File: src/core/ldrr_pkg.sv
// Package: constants and carrier types for logical device resource routing
package ldrr_pkg;
  localparam int NUM_DEV = 5;
  localparam logic [2:0] DEV_DISK = 3'h0;
  localparam logic [2:0] DEV_PRN = 3'h1;
  localparam logic [2:0] DEV_SER1 = 3'h2;
  localparam logic [2:0] DEV_SER2 = 3'h3;
  localparam logic [2:0] DEV_KBD = 3'h4;
  localparam logic [7:0] LDN_DISK = 8'h00;
  localparam logic [7:0] LDN_PRN = 8'h03;
  localparam logic [7:0] LDN_SER1 = 8'h04;
  localparam logic [7:0] LDN_SER2 = 8'h05;
  localparam logic [7:0] LDN_KBD = 8'h07;
  localparam logic [7:0] IDX_LDN = 8'h07;
  localparam logic [7:0] IDX_ACT = 8'h30;
  localparam logic [7:0] IDX_BASE0_HI = 8'h60;
  localparam logic [7:0] IDX_BASE0_LO = 8'h61;
  localparam logic [7:0] IDX_BASE1_HI = 8'h62;
  localparam logic [7:0] IDX_BASE1_LO = 8'h63;
  localparam logic [7:0] IDX_IRQ_SEL = 8'h70;
  localparam logic [7:0] IDX_DMA_SEL = 8'h74;
  localparam logic [7:0] IRQ_SEL_RST = 8'h00;
  localparam logic [7:0] DMA_SEL_RST = 8'h04;
  localparam logic [7:0] BASE_RST = 8'h00;
  localparam logic [11:0] BASE_MIN = 12'h100;
  localparam logic [11:0] BASE_MAX_4 = 12'hffc;
  localparam logic [11:0] BASE_MAX_8 = 12'hff8;
  localparam logic [11:0] OFS_EPP_ADDR = 12'h003;
  localparam logic [11:0] OFS_EPP_DATA = 12'h004;
  localparam logic [11:0] OFS_EXT_FIFO = 12'h400;
  localparam logic [11:0] OFS_EXT_CFGB = 12'h401;
  localparam logic [11:0] OFS_EXT_CTRL = 12'h402;
  localparam logic [11:0] KBD_DATA_ADDR = 12'h060;
  localparam logic [11:0] KBD_CMD_ADDR = 12'h064;
  localparam int DISK_GATE_BIT = 3;
  localparam int PRN_IRQ_GATE_BIT = 4;
  localparam int EXT_SVC_BIT = 2;
  localparam int EXT_DMA_BIT = 3;
  localparam int UART_AUX2_BIT = 3;
  localparam logic [2:0] EXT_MODE_FIFO = 3'h2;
  localparam logic [2:0] EXT_MODE_ECP = 3'h3;
  localparam logic [2:0] EXT_MODE_EPP = 3'h4;
  localparam logic [2:0] EXT_MODE_TEST = 3'h6;
  localparam int NUM_IRQ = 16;
  localparam int NUM_DMA = 4;

  // Per-device gate bits reported by each function's own registers
  typedef struct packed {
    logic disk_dma_irq_gate;
    logic prn_irq_gate;
    logic [2:0] ext_mode;
    logic ext_service_intr;
    logic ext_dma_enable;
    logic [3:0] uart1_int_enable;
    logic uart1_aux2;
    logic [3:0] uart2_int_enable;
    logic uart2_aux2;
  } dev_gate_t;

  // Decoded host access for one device
  typedef struct packed {
    logic [2:0] dev;
    logic [11:0] offset;
    logic hit;
  } io_hit_t;
endpackage : ldrr_pkg

File: src/core/base_window.sv
// One relocatable base window: range check and offset decode
`timescale 1ns/1ps
module base_window
  import ldrr_pkg::*;
#(
  parameter logic [11:0] ALIGN_MASK = 12'h007,
  parameter logic [11:0] MAX_BASE = 12'hff8,
  parameter logic [11:0] SPAN = 12'h008
) (
  input wire logic [15:0] i_base,
  input wire logic i_active,
  input wire logic [15:0] i_addr,
  output logic o_valid,
  output logic o_hit,
  output logic [11:0] o_offset
);
  wire [11:0] base12 = i_base[11:0];
  wire [11:0] addr12 = i_addr[11:0];
  wire [11:0] diff = addr12 - base12;
  // Base outside its range or misaligned makes the device deaf
  assign o_valid = (i_base[15:12] == 4'h0) && (base12 >= BASE_MIN) && (base12 <= MAX_BASE)
                   && ((base12 & ALIGN_MASK) == 12'h000);
  // Only A11..A0 take part in the match
  assign o_hit = i_active && o_valid && (addr12 >= base12) && (diff < SPAN);
  assign o_offset = diff;
endmodule : base_window

File: src/core/logical_device_resource_routing.sv
// Logical device configuration registers, address decode and IRQ/DMA routing
`timescale 1ns/1ps
module logical_device_resource_routing
  import ldrr_pkg::*;
(
  input wire logic i_clk_sys,
  input wire logic i_srst,
  // Configuration port: index/data access, accepted at any time with no configuration-state gating
  input wire logic i_cfg_wr,
  input wire logic i_cfg_rd,
  input wire logic i_cfg_is_index,
  input wire logic [7:0] i_cfg_wdata,
  output logic [7:0] o_cfg_rdata,
  // Host I/O address and strobes for the functional registers
  input wire logic [15:0] i_io_addr,
  input wire logic i_io_rd,
  input wire logic i_io_wr,
  output logic [NUM_DEV-1:0] o_dev_sel_rd,
  output logic [NUM_DEV-1:0] o_dev_sel_wr,
  output logic [11:0] o_dev_offset,
  output logic o_epp_addr_sel,
  output logic o_epp_data_sel,
  output logic [1:0] o_epp_lane,
  output logic o_ext_fifo_sel,
  output logic o_ext_cfgb_sel,
  output logic o_ext_ctrl_sel,
  // Raw requests and gate bits from the functions
  input wire logic [NUM_DEV-1:0] i_dev_irq,
  input wire logic [NUM_DEV-1:0] i_dev_drq,
  input wire dev_gate_t i_gates,
  output logic [NUM_DEV-1:0] o_dev_dack_en,
  // Tri-state pins
  output logic [NUM_IRQ-1:0] o_irq,
  output logic [NUM_IRQ-1:0] o_irq_oe,
  output logic [NUM_DMA-1:0] o_dma_request_pin,
  output logic [NUM_DMA-1:0] o_dma_request_pin_oe
);
  logic [7:0] index_q;
  logic [7:0] ldn_q;
  logic [NUM_DEV-1:0] act_q;
  logic [7:0] base_hi_q [NUM_DEV];
  logic [7:0] base_lo_q [NUM_DEV];
  logic [7:0] base2_hi_q [NUM_DEV];
  logic [7:0] base2_lo_q [NUM_DEV];
  logic [7:0] irq_level_select_q [NUM_DEV];
  logic [7:0] dma_channel_select_q [NUM_DEV];
  logic [NUM_IRQ-1:0] irq_q;
  logic [NUM_IRQ-1:0] irq_oe_q;
  logic [NUM_DMA-1:0] drq_q;
  logic [NUM_DMA-1:0] drq_oe_q;

  // Logical device number to internal slot
  wire ldn_known = (ldn_q == LDN_DISK) || (ldn_q == LDN_PRN) || (ldn_q == LDN_SER1)
                   || (ldn_q == LDN_SER2) || (ldn_q == LDN_KBD);
  wire [2:0] slot = (ldn_q == LDN_DISK) ? DEV_DISK :
                    (ldn_q == LDN_PRN) ? DEV_PRN :
                    (ldn_q == LDN_SER1) ? DEV_SER1 :
                    (ldn_q == LDN_SER2) ? DEV_SER2 : DEV_KBD;
  wire has_base = ldn_known && (slot != DEV_KBD);
  wire has_base2 = ldn_known && (slot == DEV_SER2);
  wire has_dma = ldn_known && ((slot == DEV_DISK) || (slot == DEV_PRN) || (slot == DEV_SER2));
  wire data_wr = i_cfg_wr && !i_cfg_is_index;
  wire wr_ldn = data_wr && (index_q == IDX_LDN);
  wire wr_dev = data_wr && ldn_known;

  always_ff @(posedge i_clk_sys) begin
    if (i_srst) begin
      index_q <= 8'h00;
      ldn_q <= 8'h00;
    end else begin
      if (i_cfg_wr && i_cfg_is_index) begin
        index_q <= i_cfg_wdata;
      end
      if (wr_ldn) begin
        ldn_q <= i_cfg_wdata;
      end
    end
  end

  genvar g;
  generate
    for (g = 0; g < NUM_DEV; g++) begin : g_dev_regs
      wire sel = wr_dev && (slot == 3'(g));
      always_ff @(posedge i_clk_sys) begin
        if (i_srst) begin
          act_q[g] <= 1'b0;
          base_hi_q[g] <= BASE_RST;
          base_lo_q[g] <= BASE_RST;
          base2_hi_q[g] <= BASE_RST;
          base2_lo_q[g] <= BASE_RST;
          irq_level_select_q[g] <= IRQ_SEL_RST;
          dma_channel_select_q[g] <= DMA_SEL_RST;
        end else if (sel) begin
          if (index_q == IDX_ACT) begin
            act_q[g] <= i_cfg_wdata[0];
          end
          if (has_base && index_q == IDX_BASE0_HI) begin
            base_hi_q[g] <= i_cfg_wdata;
          end
          if (has_base && index_q == IDX_BASE0_LO) begin
            base_lo_q[g] <= i_cfg_wdata;
          end
          if (has_base2 && index_q == IDX_BASE1_HI) begin
            base2_hi_q[g] <= i_cfg_wdata;
          end
          if (has_base2 && index_q == IDX_BASE1_LO) begin
            base2_lo_q[g] <= i_cfg_wdata;
          end
          if (index_q == IDX_IRQ_SEL) begin
            irq_level_select_q[g] <= {4'h0, i_cfg_wdata[3:0]};
          end
          if (has_dma && index_q == IDX_DMA_SEL) begin
            dma_channel_select_q[g] <= {5'h00, i_cfg_wdata[2:0]};
          end
        end
      end
    end
  endgenerate

  // Configuration readback; unused indexes read zero
  logic [7:0] cfg_rd_d;
  always_comb begin
    cfg_rd_d = 8'h00;
    if (i_cfg_is_index) begin
      cfg_rd_d = index_q;
    end else if (index_q == IDX_LDN) begin
      cfg_rd_d = ldn_q;
    end else if (ldn_known) begin
      unique case (index_q)
        IDX_ACT: cfg_rd_d = {7'h00, act_q[slot]};
        IDX_BASE0_HI: cfg_rd_d = has_base ? base_hi_q[slot] : 8'h00;
        IDX_BASE0_LO: cfg_rd_d = has_base ? base_lo_q[slot] : 8'h00;
        IDX_BASE1_HI: cfg_rd_d = has_base2 ? base2_hi_q[slot] : 8'h00;
        IDX_BASE1_LO: cfg_rd_d = has_base2 ? base2_lo_q[slot] : 8'h00;
        IDX_IRQ_SEL: cfg_rd_d = irq_level_select_q[slot];
        IDX_DMA_SEL: cfg_rd_d = has_dma ? dma_channel_select_q[slot] : 8'h00;
        default: cfg_rd_d = 8'h00;
      endcase
    end
  end

  always_ff @(posedge i_clk_sys) begin
    if (i_srst) begin
      o_cfg_rdata <= 8'h00;
    end else if (i_cfg_rd) begin
      o_cfg_rdata <= cfg_rd_d;
    end
  end

  // Address windows; printer uses 8-byte alignment only when EPP is wanted
  wire prn_epp = (i_gates.ext_mode == EXT_MODE_EPP);
  logic [NUM_DEV-1:0] win_hit;
  logic [11:0] win_ofs [NUM_DEV];
  logic prn_ext_hit;
  logic [11:0] prn_ext_ofs;
  logic ser2_hit2;
  logic [11:0] ser2_ofs2;
  logic prn_valid4;
  logic prn_valid8;
  logic prn_hit4;
  logic prn_hit8;
  logic [11:0] prn_ofs4;
  logic [11:0] prn_ofs8;

  base_window #(.ALIGN_MASK(12'h007), .MAX_BASE(BASE_MAX_8), .SPAN(12'h008)) u_disk_win (
    .i_base({base_hi_q[DEV_DISK], base_lo_q[DEV_DISK]}), .i_active(act_q[DEV_DISK]), .i_addr(i_io_addr),
    .o_valid(), .o_hit(win_hit[DEV_DISK]), .o_offset(win_ofs[DEV_DISK]));
  base_window #(.ALIGN_MASK(12'h003), .MAX_BASE(BASE_MAX_4), .SPAN(12'h004)) u_prn_win4 (
    .i_base({base_hi_q[DEV_PRN], base_lo_q[DEV_PRN]}), .i_active(act_q[DEV_PRN]), .i_addr(i_io_addr),
    .o_valid(prn_valid4), .o_hit(prn_hit4), .o_offset(prn_ofs4));
  base_window #(.ALIGN_MASK(12'h007), .MAX_BASE(BASE_MAX_8), .SPAN(12'h008)) u_prn_win8 (
    .i_base({base_hi_q[DEV_PRN], base_lo_q[DEV_PRN]}), .i_active(act_q[DEV_PRN]), .i_addr(i_io_addr),
    .o_valid(prn_valid8), .o_hit(prn_hit8), .o_offset(prn_ofs8));
  base_window #(.ALIGN_MASK(12'h003), .MAX_BASE(BASE_MAX_4), .SPAN(12'h003)) u_prn_ext (
    .i_base({base_hi_q[DEV_PRN], base_lo_q[DEV_PRN]} + 16'h0400), .i_active(act_q[DEV_PRN] && prn_valid4),
    .i_addr(i_io_addr), .o_valid(), .o_hit(prn_ext_hit), .o_offset(prn_ext_ofs));
  base_window #(.ALIGN_MASK(12'h007), .MAX_BASE(BASE_MAX_8), .SPAN(12'h008)) u_ser1_win (
    .i_base({base_hi_q[DEV_SER1], base_lo_q[DEV_SER1]}), .i_active(act_q[DEV_SER1]), .i_addr(i_io_addr),
    .o_valid(), .o_hit(win_hit[DEV_SER1]), .o_offset(win_ofs[DEV_SER1]));
  base_window #(.ALIGN_MASK(12'h007), .MAX_BASE(BASE_MAX_8), .SPAN(12'h008)) u_ser2_win (
    .i_base({base_hi_q[DEV_SER2], base_lo_q[DEV_SER2]}), .i_active(act_q[DEV_SER2]), .i_addr(i_io_addr),
    .o_valid(), .o_hit(win_hit[DEV_SER2]), .o_offset(win_ofs[DEV_SER2]));
  base_window #(.ALIGN_MASK(12'h007), .MAX_BASE(BASE_MAX_8), .SPAN(12'h008)) u_ser2_win2 (
    .i_base({base2_hi_q[DEV_SER2], base2_lo_q[DEV_SER2]}), .i_active(act_q[DEV_SER2]), .i_addr(i_io_addr),
    .o_valid(), .o_hit(ser2_hit2), .o_offset(ser2_ofs2));

  // EPP window only on an 8-byte aligned base, else 4-byte window
  wire prn_main_hit = (prn_epp && prn_valid8) ? prn_hit8 : prn_hit4;
  wire [11:0] prn_main_ofs = (prn_epp && prn_valid8) ? prn_ofs8 : prn_ofs4;
  assign win_hit[DEV_PRN] = prn_main_hit || prn_ext_hit;
  assign win_ofs[DEV_PRN] = prn_ext_hit ? (prn_ext_ofs + OFS_EXT_FIFO) : prn_main_ofs;
  wire kbd_data = (i_io_addr[11:0] == KBD_DATA_ADDR);
  wire kbd_cmd = (i_io_addr[11:0] == KBD_CMD_ADDR);
  assign win_hit[DEV_KBD] = act_q[DEV_KBD] && (kbd_data || kbd_cmd);
  assign win_ofs[DEV_KBD] = kbd_cmd ? 12'h004 : 12'h000;
  wire [NUM_DEV-1:0] any_hit = win_hit | {1'b0, ser2_hit2, 3'h0};

  logic [11:0] ofs_d;
  always_comb begin
    ofs_d = 12'h000;
    for (int i = NUM_DEV - 1; i >= 0; i--) begin
      if (win_hit[i]) begin
        ofs_d = win_ofs[i];
      end
    end
    if (ser2_hit2 && !win_hit[DEV_SER2]) begin
      ofs_d = ser2_ofs2;
    end
  end

  assign o_dev_sel_rd = i_io_rd ? any_hit : '0;
  assign o_dev_sel_wr = i_io_wr ? any_hit : '0;
  assign o_dev_offset = ofs_d;
  wire prn_cycle = (i_io_rd || i_io_wr) && prn_main_hit && prn_epp && prn_valid8;
  assign o_epp_addr_sel = prn_cycle && (prn_main_ofs == OFS_EPP_ADDR);
  assign o_epp_data_sel = prn_cycle && (prn_main_ofs[2] == OFS_EPP_DATA[2]);
  assign o_epp_lane = prn_main_ofs[1:0];
  wire ext_cycle = (i_io_rd || i_io_wr) && prn_ext_hit;
  assign o_ext_fifo_sel = ext_cycle && (win_ofs[DEV_PRN] == OFS_EXT_FIFO);
  assign o_ext_cfgb_sel = ext_cycle && (win_ofs[DEV_PRN] == OFS_EXT_CFGB);
  assign o_ext_ctrl_sel = ext_cycle && (win_ofs[DEV_PRN] == OFS_EXT_CTRL);

  // Device-specific interrupt gates
  wire ecp_mode = (i_gates.ext_mode == EXT_MODE_FIFO) || (i_gates.ext_mode == EXT_MODE_ECP)
                  || (i_gates.ext_mode == EXT_MODE_TEST);
  logic [NUM_DEV-1:0] irq_gate;
  logic [NUM_DEV-1:0] drq_gate;
  assign irq_gate[DEV_DISK] = i_gates.disk_dma_irq_gate;
  // Control port gate always applies; ECP-class modes also need the service bit clear
  assign irq_gate[DEV_PRN] = i_gates.prn_irq_gate && !(ecp_mode && i_gates.ext_service_intr);
  assign irq_gate[DEV_SER1] = (|i_gates.uart1_int_enable) && i_gates.uart1_aux2;
  assign irq_gate[DEV_SER2] = (|i_gates.uart2_int_enable) && i_gates.uart2_aux2;
  assign irq_gate[DEV_KBD] = 1'b1;
  assign drq_gate[DEV_DISK] = i_gates.disk_dma_irq_gate;
  assign drq_gate[DEV_PRN] = ecp_mode ? i_gates.ext_dma_enable : 1'b1;
  assign drq_gate[DEV_SER1] = 1'b0;
  assign drq_gate[DEV_SER2] = 1'b1;
  assign drq_gate[DEV_KBD] = 1'b0;

  logic [NUM_DEV-1:0] irq_on;
  logic [NUM_DEV-1:0] drq_on;
  generate
    for (g = 0; g < NUM_DEV; g++) begin : g_route_en
      assign irq_on[g] = act_q[g] && (irq_level_select_q[g][3:0] != 4'h0) && irq_gate[g];
      assign drq_on[g] = act_q[g] && (dma_channel_select_q[g][2:0] >= 3'h1)
                         && (dma_channel_select_q[g][2:0] <= 3'h3) && drq_gate[g];
    end
  endgenerate
  assign o_dev_dack_en = drq_on;

  // Line n collects every enabled device routed to n; unused lines float
  logic [NUM_IRQ-1:0] irq_d;
  logic [NUM_IRQ-1:0] irq_oe_d;
  logic [NUM_DMA-1:0] drq_d;
  logic [NUM_DMA-1:0] drq_oe_d;
  always_comb begin
    irq_d = '0;
    irq_oe_d = '0;
    drq_d = '0;
    drq_oe_d = '0;
    for (int i = 0; i < NUM_DEV; i++) begin
      if (irq_on[i]) begin
        irq_oe_d[irq_level_select_q[i][3:0]] = 1'b1;
        irq_d[irq_level_select_q[i][3:0]] = irq_d[irq_level_select_q[i][3:0]] | i_dev_irq[i];
      end
      if (drq_on[i]) begin
        drq_oe_d[dma_channel_select_q[i][1:0]] = 1'b1;
        drq_d[dma_channel_select_q[i][1:0]] = drq_d[dma_channel_select_q[i][1:0]] | i_dev_drq[i];
      end
    end
  end

  always_ff @(posedge i_clk_sys) begin
    if (i_srst) begin
      irq_q <= '0;
      irq_oe_q <= '0;
      drq_q <= '0;
      drq_oe_q <= '0;
    end else begin
      irq_q <= irq_d;
      irq_oe_q <= irq_oe_d;
      drq_q <= drq_d;
      drq_oe_q <= drq_oe_d;
    end
  end
  assign o_irq = irq_q;
  assign o_irq_oe = irq_oe_q;
  assign o_dma_request_pin = drq_q;
  assign o_dma_request_pin_oe = drq_oe_q;

  a_irq_zero_float: assert property (@(posedge i_clk_sys) disable iff (i_srst)
    !irq_oe_q[0]) else $error("irq line 0 driven");
  a_dma_zero_float: assert property (@(posedge i_clk_sys) disable iff (i_srst)
    !drq_oe_q[0]) else $error("dma line 0 driven");
  a_disk_irq_gate: assert property (@(posedge i_clk_sys) disable iff (i_srst)
    (act_q[DEV_DISK] && irq_level_select_q[DEV_DISK][3:0] != 4'h0 && !i_gates.disk_dma_irq_gate
     && irq_level_select_q[DEV_DISK] == $past(irq_level_select_q[DEV_DISK])
     && (irq_level_select_q[DEV_DISK] != irq_level_select_q[DEV_PRN] || !irq_on[DEV_PRN])
     && (irq_level_select_q[DEV_DISK] != irq_level_select_q[DEV_SER1] || !irq_on[DEV_SER1])
     && (irq_level_select_q[DEV_DISK] != irq_level_select_q[DEV_SER2] || !irq_on[DEV_SER2])
     && (irq_level_select_q[DEV_DISK] != irq_level_select_q[DEV_KBD] || !irq_on[DEV_KBD]))
    |=> !irq_oe_q[$past(irq_level_select_q[DEV_DISK][3:0])])
    else $error("disk irq driven without gate");
  a_irq_route_one: assert property (@(posedge i_clk_sys) disable iff (i_srst)
    irq_on[DEV_SER1] |=> irq_oe_q[$past(irq_level_select_q[DEV_SER1][3:0])]) else $error("serial irq not routed");
  a_irq_follow: assert property (@(posedge i_clk_sys) disable iff (i_srst)
    (irq_on[DEV_SER1] && i_dev_irq[DEV_SER1]) |=> irq_q[$past(irq_level_select_q[DEV_SER1][3:0])])
    else $error("serial irq level lost");
  a_dma_route_one: assert property (@(posedge i_clk_sys) disable iff (i_srst)
    drq_on[DEV_PRN] |=> drq_oe_q[$past(dma_channel_select_q[DEV_PRN][1:0])]) else $error("printer dma not routed");
  a_dma_reset_val: assert property (@(posedge i_clk_sys)
    i_srst |=> (dma_channel_select_q[DEV_DISK] == DMA_SEL_RST)) else $error("dma select reset wrong");
  a_kbd_fixed_addr: assert property (@(posedge i_clk_sys) disable iff (i_srst)
    (i_io_rd && act_q[DEV_KBD] && i_io_addr[11:0] == KBD_CMD_ADDR) |-> o_dev_sel_rd[DEV_KBD])
    else $error("keyboard not decoded");
  a_ignore_high_bits: assert property (@(posedge i_clk_sys) disable iff (i_srst)
    (o_dev_sel_rd[DEV_DISK] || o_dev_sel_wr[DEV_DISK])
    |-> ((i_io_addr[11:0] - {base_hi_q[DEV_DISK][3:0], base_lo_q[DEV_DISK]}) < 12'h008))
    else $error("disk decode outside window");
endmodule : logical_device_resource_routing

File: config.mk
export PLATFORM = sky130hd
export DESIGN_NAME = logical_device_resource_routing
export DESIGN_NICKNAME = d
export VERILOG_FILES = /design/src/core/ldrr_pkg.sv /design/src/core/base_window.sv /design/src/core/logical_device_resource_routing.sv
export SDC_FILE = /design/constraint.sdc
export NUM_CORES = 1
export LEC_CHECK = 0
export ABC_AREA = 1
export ABC_CLOCK_PERIOD_IN_PS = 5600
export BUFFER_PORTS_ARGS = -buffer_cell sky130_fd_sc_hd__buf_2
export CORE_MARGIN = 2
export CORE_UTILIZATION = 50
export CTS_CLUSTER_DIAMETER = 100
export DETAILED_ROUTE_END_ITERATION = 12
export GPL_ROUTABILITY_DRIVEN = 0
export HOLD_SLACK_MARGIN = 0.06
export PLACE_DENSITY = 0.8
export SYNTH_ARGS = -nofsm -noshare
export SYNTH_HDL_FRONTEND = slang
export SYNTH_HIERARCHICAL = 1
export SYNTH_SLANG_ARGS = --single-unit
File: constraint.sdc
create_clock -name i_clk_sys -period 5.6 [get_ports i_clk_sys]
set_clock_uncertainty 0.1 [all_clocks]
set_input_delay 0.56 -clock i_clk_sys [delete_from_list [all_inputs] [get_ports i_clk_sys]]
set_output_delay 0.56 -clock i_clk_sys [all_outputs]
set_load 0.01 [all_outputs]
=== Word level (Yosys, flattened, before mapping) ===
Memory sizes are Yosys's and may differ from the RTL's.
Cells that the tools add are included.

* Add/subtract/negate cells: 8
* Order comparisons: 49
* Equality and inequality tests: 27
* Multiplexer cells: 208
* Bitwise gates (word level): 47
* Reduce and logical (&&, ||, !) cells: 140

{| class="wikitable"
|+ Operator list
! kind !! number
|-
| $mux 8 || 28
|-
| $mux 16 || 10
|-
| $mux 1 || 117
|-
| $logic_and 1x1->1 || 99
|-
| $le 12x12->1 const B || 7
|-
| $logic_not 12->1 || 7
|-
| $ge 12x12->1 || 6
|-
| $ge 12x9->1 const B || 6
|-
| $mux 12 || 6
|-
| $sub 12x12->12 || 6
|-
| $bwmux 16 || 4
|-
| $or 16x16->16 || 4
|-
| $lt 12x4->1 const B || 5
|-
| $pmux 8 s7 || 1
|-
| $eq 8x7->1 const B || 6
|-
| $mux 4 || 11
|-
| $or 1x1->1 || 38
|-
| $eq 12x11->1 const B || 3
|-
| $mux 3 || 11
|-
| $eq 8x3->1 const B || 4
|-
| $lt 4x5->1 const B || 5
|-
| $eq 12x7->1 const B || 2
|-
| $logic_not 4->1 || 6
|-
| $demux 1 s4 || 5
|-
| other kinds (34) || 82
|}

* Bits in registers: 69
* Memory bits (writable): 195
* ROM bits: 16
* Input bits: 58
* Output and inout bits: 82
* Memories: 7

{| class="wikitable"
|+ Memories
! name !! words !! width !! read ports !! clocked after Yosys merged registers in !! write ports !! RTL line !! text
|-
| base2_hi_q || 5 || 8 || 2 || 0 || 5 || logical_device_resource_routing.sv:43 || <nowiki>logic [7:0] base2_hi_q [NUM_DEV];</nowiki>
|-
| base2_lo_q || 5 || 8 || 2 || 0 || 5 || logical_device_resource_routing.sv:44 || <nowiki>logic [7:0] base2_lo_q [NUM_DEV];</nowiki>
|-
| base_hi_q || 5 || 8 || 5 || 0 || 5 || logical_device_resource_routing.sv:41 || <nowiki>logic [7:0] base_hi_q [NUM_DEV];</nowiki>
|-
| base_lo_q || 5 || 8 || 5 || 0 || 5 || logical_device_resource_routing.sv:42 || <nowiki>logic [7:0] base_lo_q [NUM_DEV];</nowiki>
|-
| irq_level_select_q || 5 || 4 || 6 || 0 || 5 || logical_device_resource_routing.sv:45 || <nowiki>logic [7:0] irq_level_select_q [NUM_DEV];</nowiki>
|-
| (name not given) || 16 || 1 || 1 || 0 || 0 || logical_device_resource_routing.sv:264 || <nowiki>irq_d[irq_level_select_q[i][3:0]] = irq_d[irq_level_select_q[i][3:0]] | i_dev_irq[i];</nowiki>
|-
| 1 more memories || -- || -- || -- || -- || -- || -- ||
|}

=== Logic depth before layout (Yosys ltp) ===
An unclocked memory read counts as a cell.

* Word-level depth: 27
* Gate-level depth with buffers: 35

=== Modules after synthesis ===
Netlist, hierarchy kept.

{| class="wikitable"
|+ Modules (own cells, without submodules)
! module !! times used !! cells each !! area an instance (µm²)
|-
| logical_device_resource_routing || 1 || 1,710 || 13,005.0
|-
| base_window (u_disk_win ...) || 5 || 199 || 969.7
|-
| base_window (u_prn_win4) || 1 || 184 || 950.9
|-
| base_window (u_prn_ext) || 1 || 180 || 894.6
|}

=== Worst setup path after synthesis ===
Ideal clock, no wire load.

* Kind: input port to output port
* From: input port i_io_addr[0]
* To: output port o_ext_cfgb_sel
* Arrival time: 3,397 ps
* Required time: 4,940 ps
* Setup slack: 1,543 ps
* Stages: 19
* Buffers on the path: 1
* Cells stage by stage: inv_1 ha_1 fa_1 inv_1 nand3_1 nand2_1 nand2_1 nand3_1 nand2_1 nor2_1 nand4_1 nor2_1 inv_1 clkbuf_1 o21ai_0 nand4_1 or3_1 or4_1 nor2_1

* Word-level cells in the longest chain between the ends: 6
* Elaborated cells between the ends (all ways): 11

{| class="wikitable"
|+ RTL lines
! element !! RTL line !! text
|-
| from (decl) || logical_device_resource_routing.sv:15 || <nowiki>input wire logic [15:0] i_io_addr,</nowiki>
|-
| $sub 12x12->12 * || base_window.sv:19 || <nowiki>wire [11:0] diff = addr12 - base12;</nowiki>
|-
| net prn_ext_ofs[8] || logical_device_resource_routing.sv:155 || <nowiki>logic [11:0] prn_ext_ofs;</nowiki>
|-
| $lt 12x2->1 * || base_window.sv:24 || <nowiki>assign o_hit = i_active && o_valid && (addr12 >= base12) && (diff < SPAN);</nowiki>
|-
| $logic_and 1x1->1 * || base_window.sv:24 ||
|-
| net prn_ext_hit || logical_device_resource_routing.sv:154 || <nowiki>logic prn_ext_hit;</nowiki>
|-
| $mux 12 || logical_device_resource_routing.sv:191 || <nowiki>assign win_ofs[DEV_PRN] = prn_ext_hit ? (prn_ext_ofs + OFS_EXT_FIFO) : prn_main_ofs;</nowiki>
|-
| $eq 12x11->1 || logical_device_resource_routing.sv:220 || <nowiki>assign o_ext_cfgb_sel = ext_cycle && (win_ofs[DEV_PRN] == OFS_EXT_CFGB);</nowiki>
|-
| $logic_and 1x1->1 * || logical_device_resource_routing.sv:220 ||
|-
| to (decl) || logical_device_resource_routing.sv:25 || <nowiki>output logic o_ext_cfgb_sel,</nowiki>
|}

The timed path passes the listed nets; every way through them passes the cells marked *.

==> flow_summary.ini <==
[status]
status = complete, no violations

[place]
dp_cells = 3720
port_buffers = 131
dp_hpwl_mm = 48.8

[pwr]
switching_share = 0.304
power.combinational.fraction = 0.200
seqPwrFrac = 0.441
ir_drop_mv = 0.208
p_switching_mw = 1.33
power.internal_mw = 3.04
leakage_nw = 10.7
powerDensity_nw_per_um2 = 200
clkPwrFrac = 0.360

[timing]
fmax_mhz = 186
setup_viol = 0
finalCritPeriodShare = 0.960
min_period_ps = 5380
rsz0062_at_grt = true
slew-limit-headroom = 0.234
worst_slew_pin_slew_ps = 1140
report.final.slew_viol_count = 0
final_hold_viol_count = 0

[routing]
routed_wl_mm = 63.6
viasPerCell = 5.56
antenna_left = 0
route.vias.total = 21000
wl_per_cell_um = 16.9
firstDrtPassIters = 7
drt_iter0_markers = 2528
drc = 0

[worst_setup_path]
crit_buf_inv = 4
rr_worst_depth = 28
cp_top_family = compound AO/OA/AOI/OAI gates
start_kind = register
r2r_slack_ps = 760
crit_path_end_kind = output pin
cp_data_arrival_time_ps = 4720
path_cells = ha_1 > inv_1 > ha_1 > a21o_1 > a31o_2 > a21o_1 > nand3_2 > nor2_1 > inv_1 > nand3_1 > inv_1 > o21ai_0 > o21ai_0 > nor2_1 > o21ai_0 > buf_2
slowest_delay_ps = 620
crit_type = register to output pin
r2r_start = irq_level_select_q[0][0]
worst_path_max_delay_cell = edfxtp_1
worstPathRequired_ps = 4940
r2r-end = o_irq[8]
crit_path_max_fanout = 24

[global_route]
grt_pass1_wl_mm = 97.9
gr-total-overflow = 0
grt_start_max_net_pins = 55
grt_use_met3 = 0.0568
grt.total_usage = 0.302
top_usage_layer = met2
grt_pass1_vias = 18600
met1_usage = 0.405
antenna_found_initial = 0
grt_use_met2 = 0.475

[run]
cap_violations = 0

[cts]
numClockSinks = 229
htreeDepth = 1
clock_path_buffers = 3
cts_buffers = 24
cts_tree = done
cts-root-buf = clkbuf_16
postCtsSetupBuffers = 0
postCtsHoldBufs = 0
clkTransAtPathRegs_ps = 60
clk_latency_ps = 560
cts_resized = 0

[final_layout]
drive_above_1_share = 0.0963
final_nets = 3381
utilization = 0.564
syn2layout_area_growth_pct = 11.0
instances_no_fill = 3767
diodes = 0

[hold_path]
hold_end = ldn_q[4]
holdPathStages = 3
hold_start = i_cfg_wdata[4]
hold_class = input port to register

[floorplan]
dieHeight_um = 202
fp.dieW_um = 202
ios = 140
initial_utilization = 0.508
die_area_um2 = 40900
coreArea_um2 = 38700
rows = 72

[yosys]
syn_area_per_cell_um2 = 6.42
synth_area_um2 = 19700
synthCells = 3064
ys.warnings.count = 6
==> worst min-delay path, stage by stage <==
cell	delay (ps)
buf_2	120
nand3_1	70
a21oi_1	60
==> routing by layer <==
| metal | up-vias | wire [um] |
|---|---|---|
| met4 | 0 | 3020 |
| met5 | - | 0 |
| met3 | 214 | 7790 |
| met2 | 1249 | 27500 |
| li1 | 10200 | - |
| met1 | 9313 | 25300 |
==> worst max path at each step <==
| stage | depth (start not counted) | to | slack [ps] | from |
|---|---|---|---|---|
| floorplan | 19 | o_ext_cfgb_sel | 1540 | i_io_addr[0] |
| global placement | 29 | o_irq[12] | 680 | i_gates[16] |
| detailed placement | 29 | o_irq[8] | 700 | i_gates[16] |
| CTS | 16 | o_dev_offset[2] | 320 | base_hi_q[1][2] |
| global route | 20 | o_dev_offset[2] | -40 | base_lo_q[1][0] |
| finish | 16 | o_dev_offset[2] | 220 | base_hi_q[1][2] |
==> power groups by stage <==
stage	clock [mW]	sequential [mW]	combinational (mW)
floorplan	0	1.94	0.620
global placement	0	1.96	0.827
detailed placement	0	1.96	0.840
CTS	1.58	1.93	0.844
global route	1.64	1.93	0.969
finish	1.57	1.93	0.872
==> layout make-up <==
type	count	area, um^2
multi-input cells	2255	11200
clock inverters	15	144
repair buffers	162	903
fillers	3789	16900
flip-flops and latches	229	6190
clock buffers	29	629
well taps	518	648
inverters	559	2100
==> through the flow <==
| stage | setup TNS (ps) | instance area [um^2] | power [mW] | setup WS (ps) | hold WS [ps] |
|---|---|---|---|---|---|
| 3_5_place_dp | 0 | 21000 | 2.80 | 696 | 358 |
| 5_1_grt | -44.7 | 21800 | 4.55 | -44.7 | 210 |
| 3_3_place_gp | 0 | 21000 | 2.79 | 682 | 354 |
| 4_1_cts | 0 | 21800 | 4.35 | 316 | 197 |
| 2_1_floorplan | 0 | 19900 | 2.56 | 1540 | 339 |
| 6_report | 0 | 21800 | 4.37 | 223 | 208 |
==> state kept, by name (all words and copies together), names as in the netlist, 12 cells and up <==
name / count
dma_channel_select_q: 12
base_hi_q: 32
base2_lo_q: 32
irq_level_select_q: 20
base_lo_q: 32
o_irq: 16
base2_hi_q: 32
o_irq_oe: 16
==> cell usage in the layout, fill, tap and decap left out, drive strengths merged, types with 21 or more instances in the layout <==
master,count
dfxtp,69
nand3,305
o21ai,103
nand2,761
a21oi,114
inv,550
nand4,47
buf,162
a31oi,23
ha,85
nor2,523
o22ai,34
clkbuf,29
conb,57
edfxtp,160
clkinv,21
nor3,48
Power figures use the tool's default switching activity.
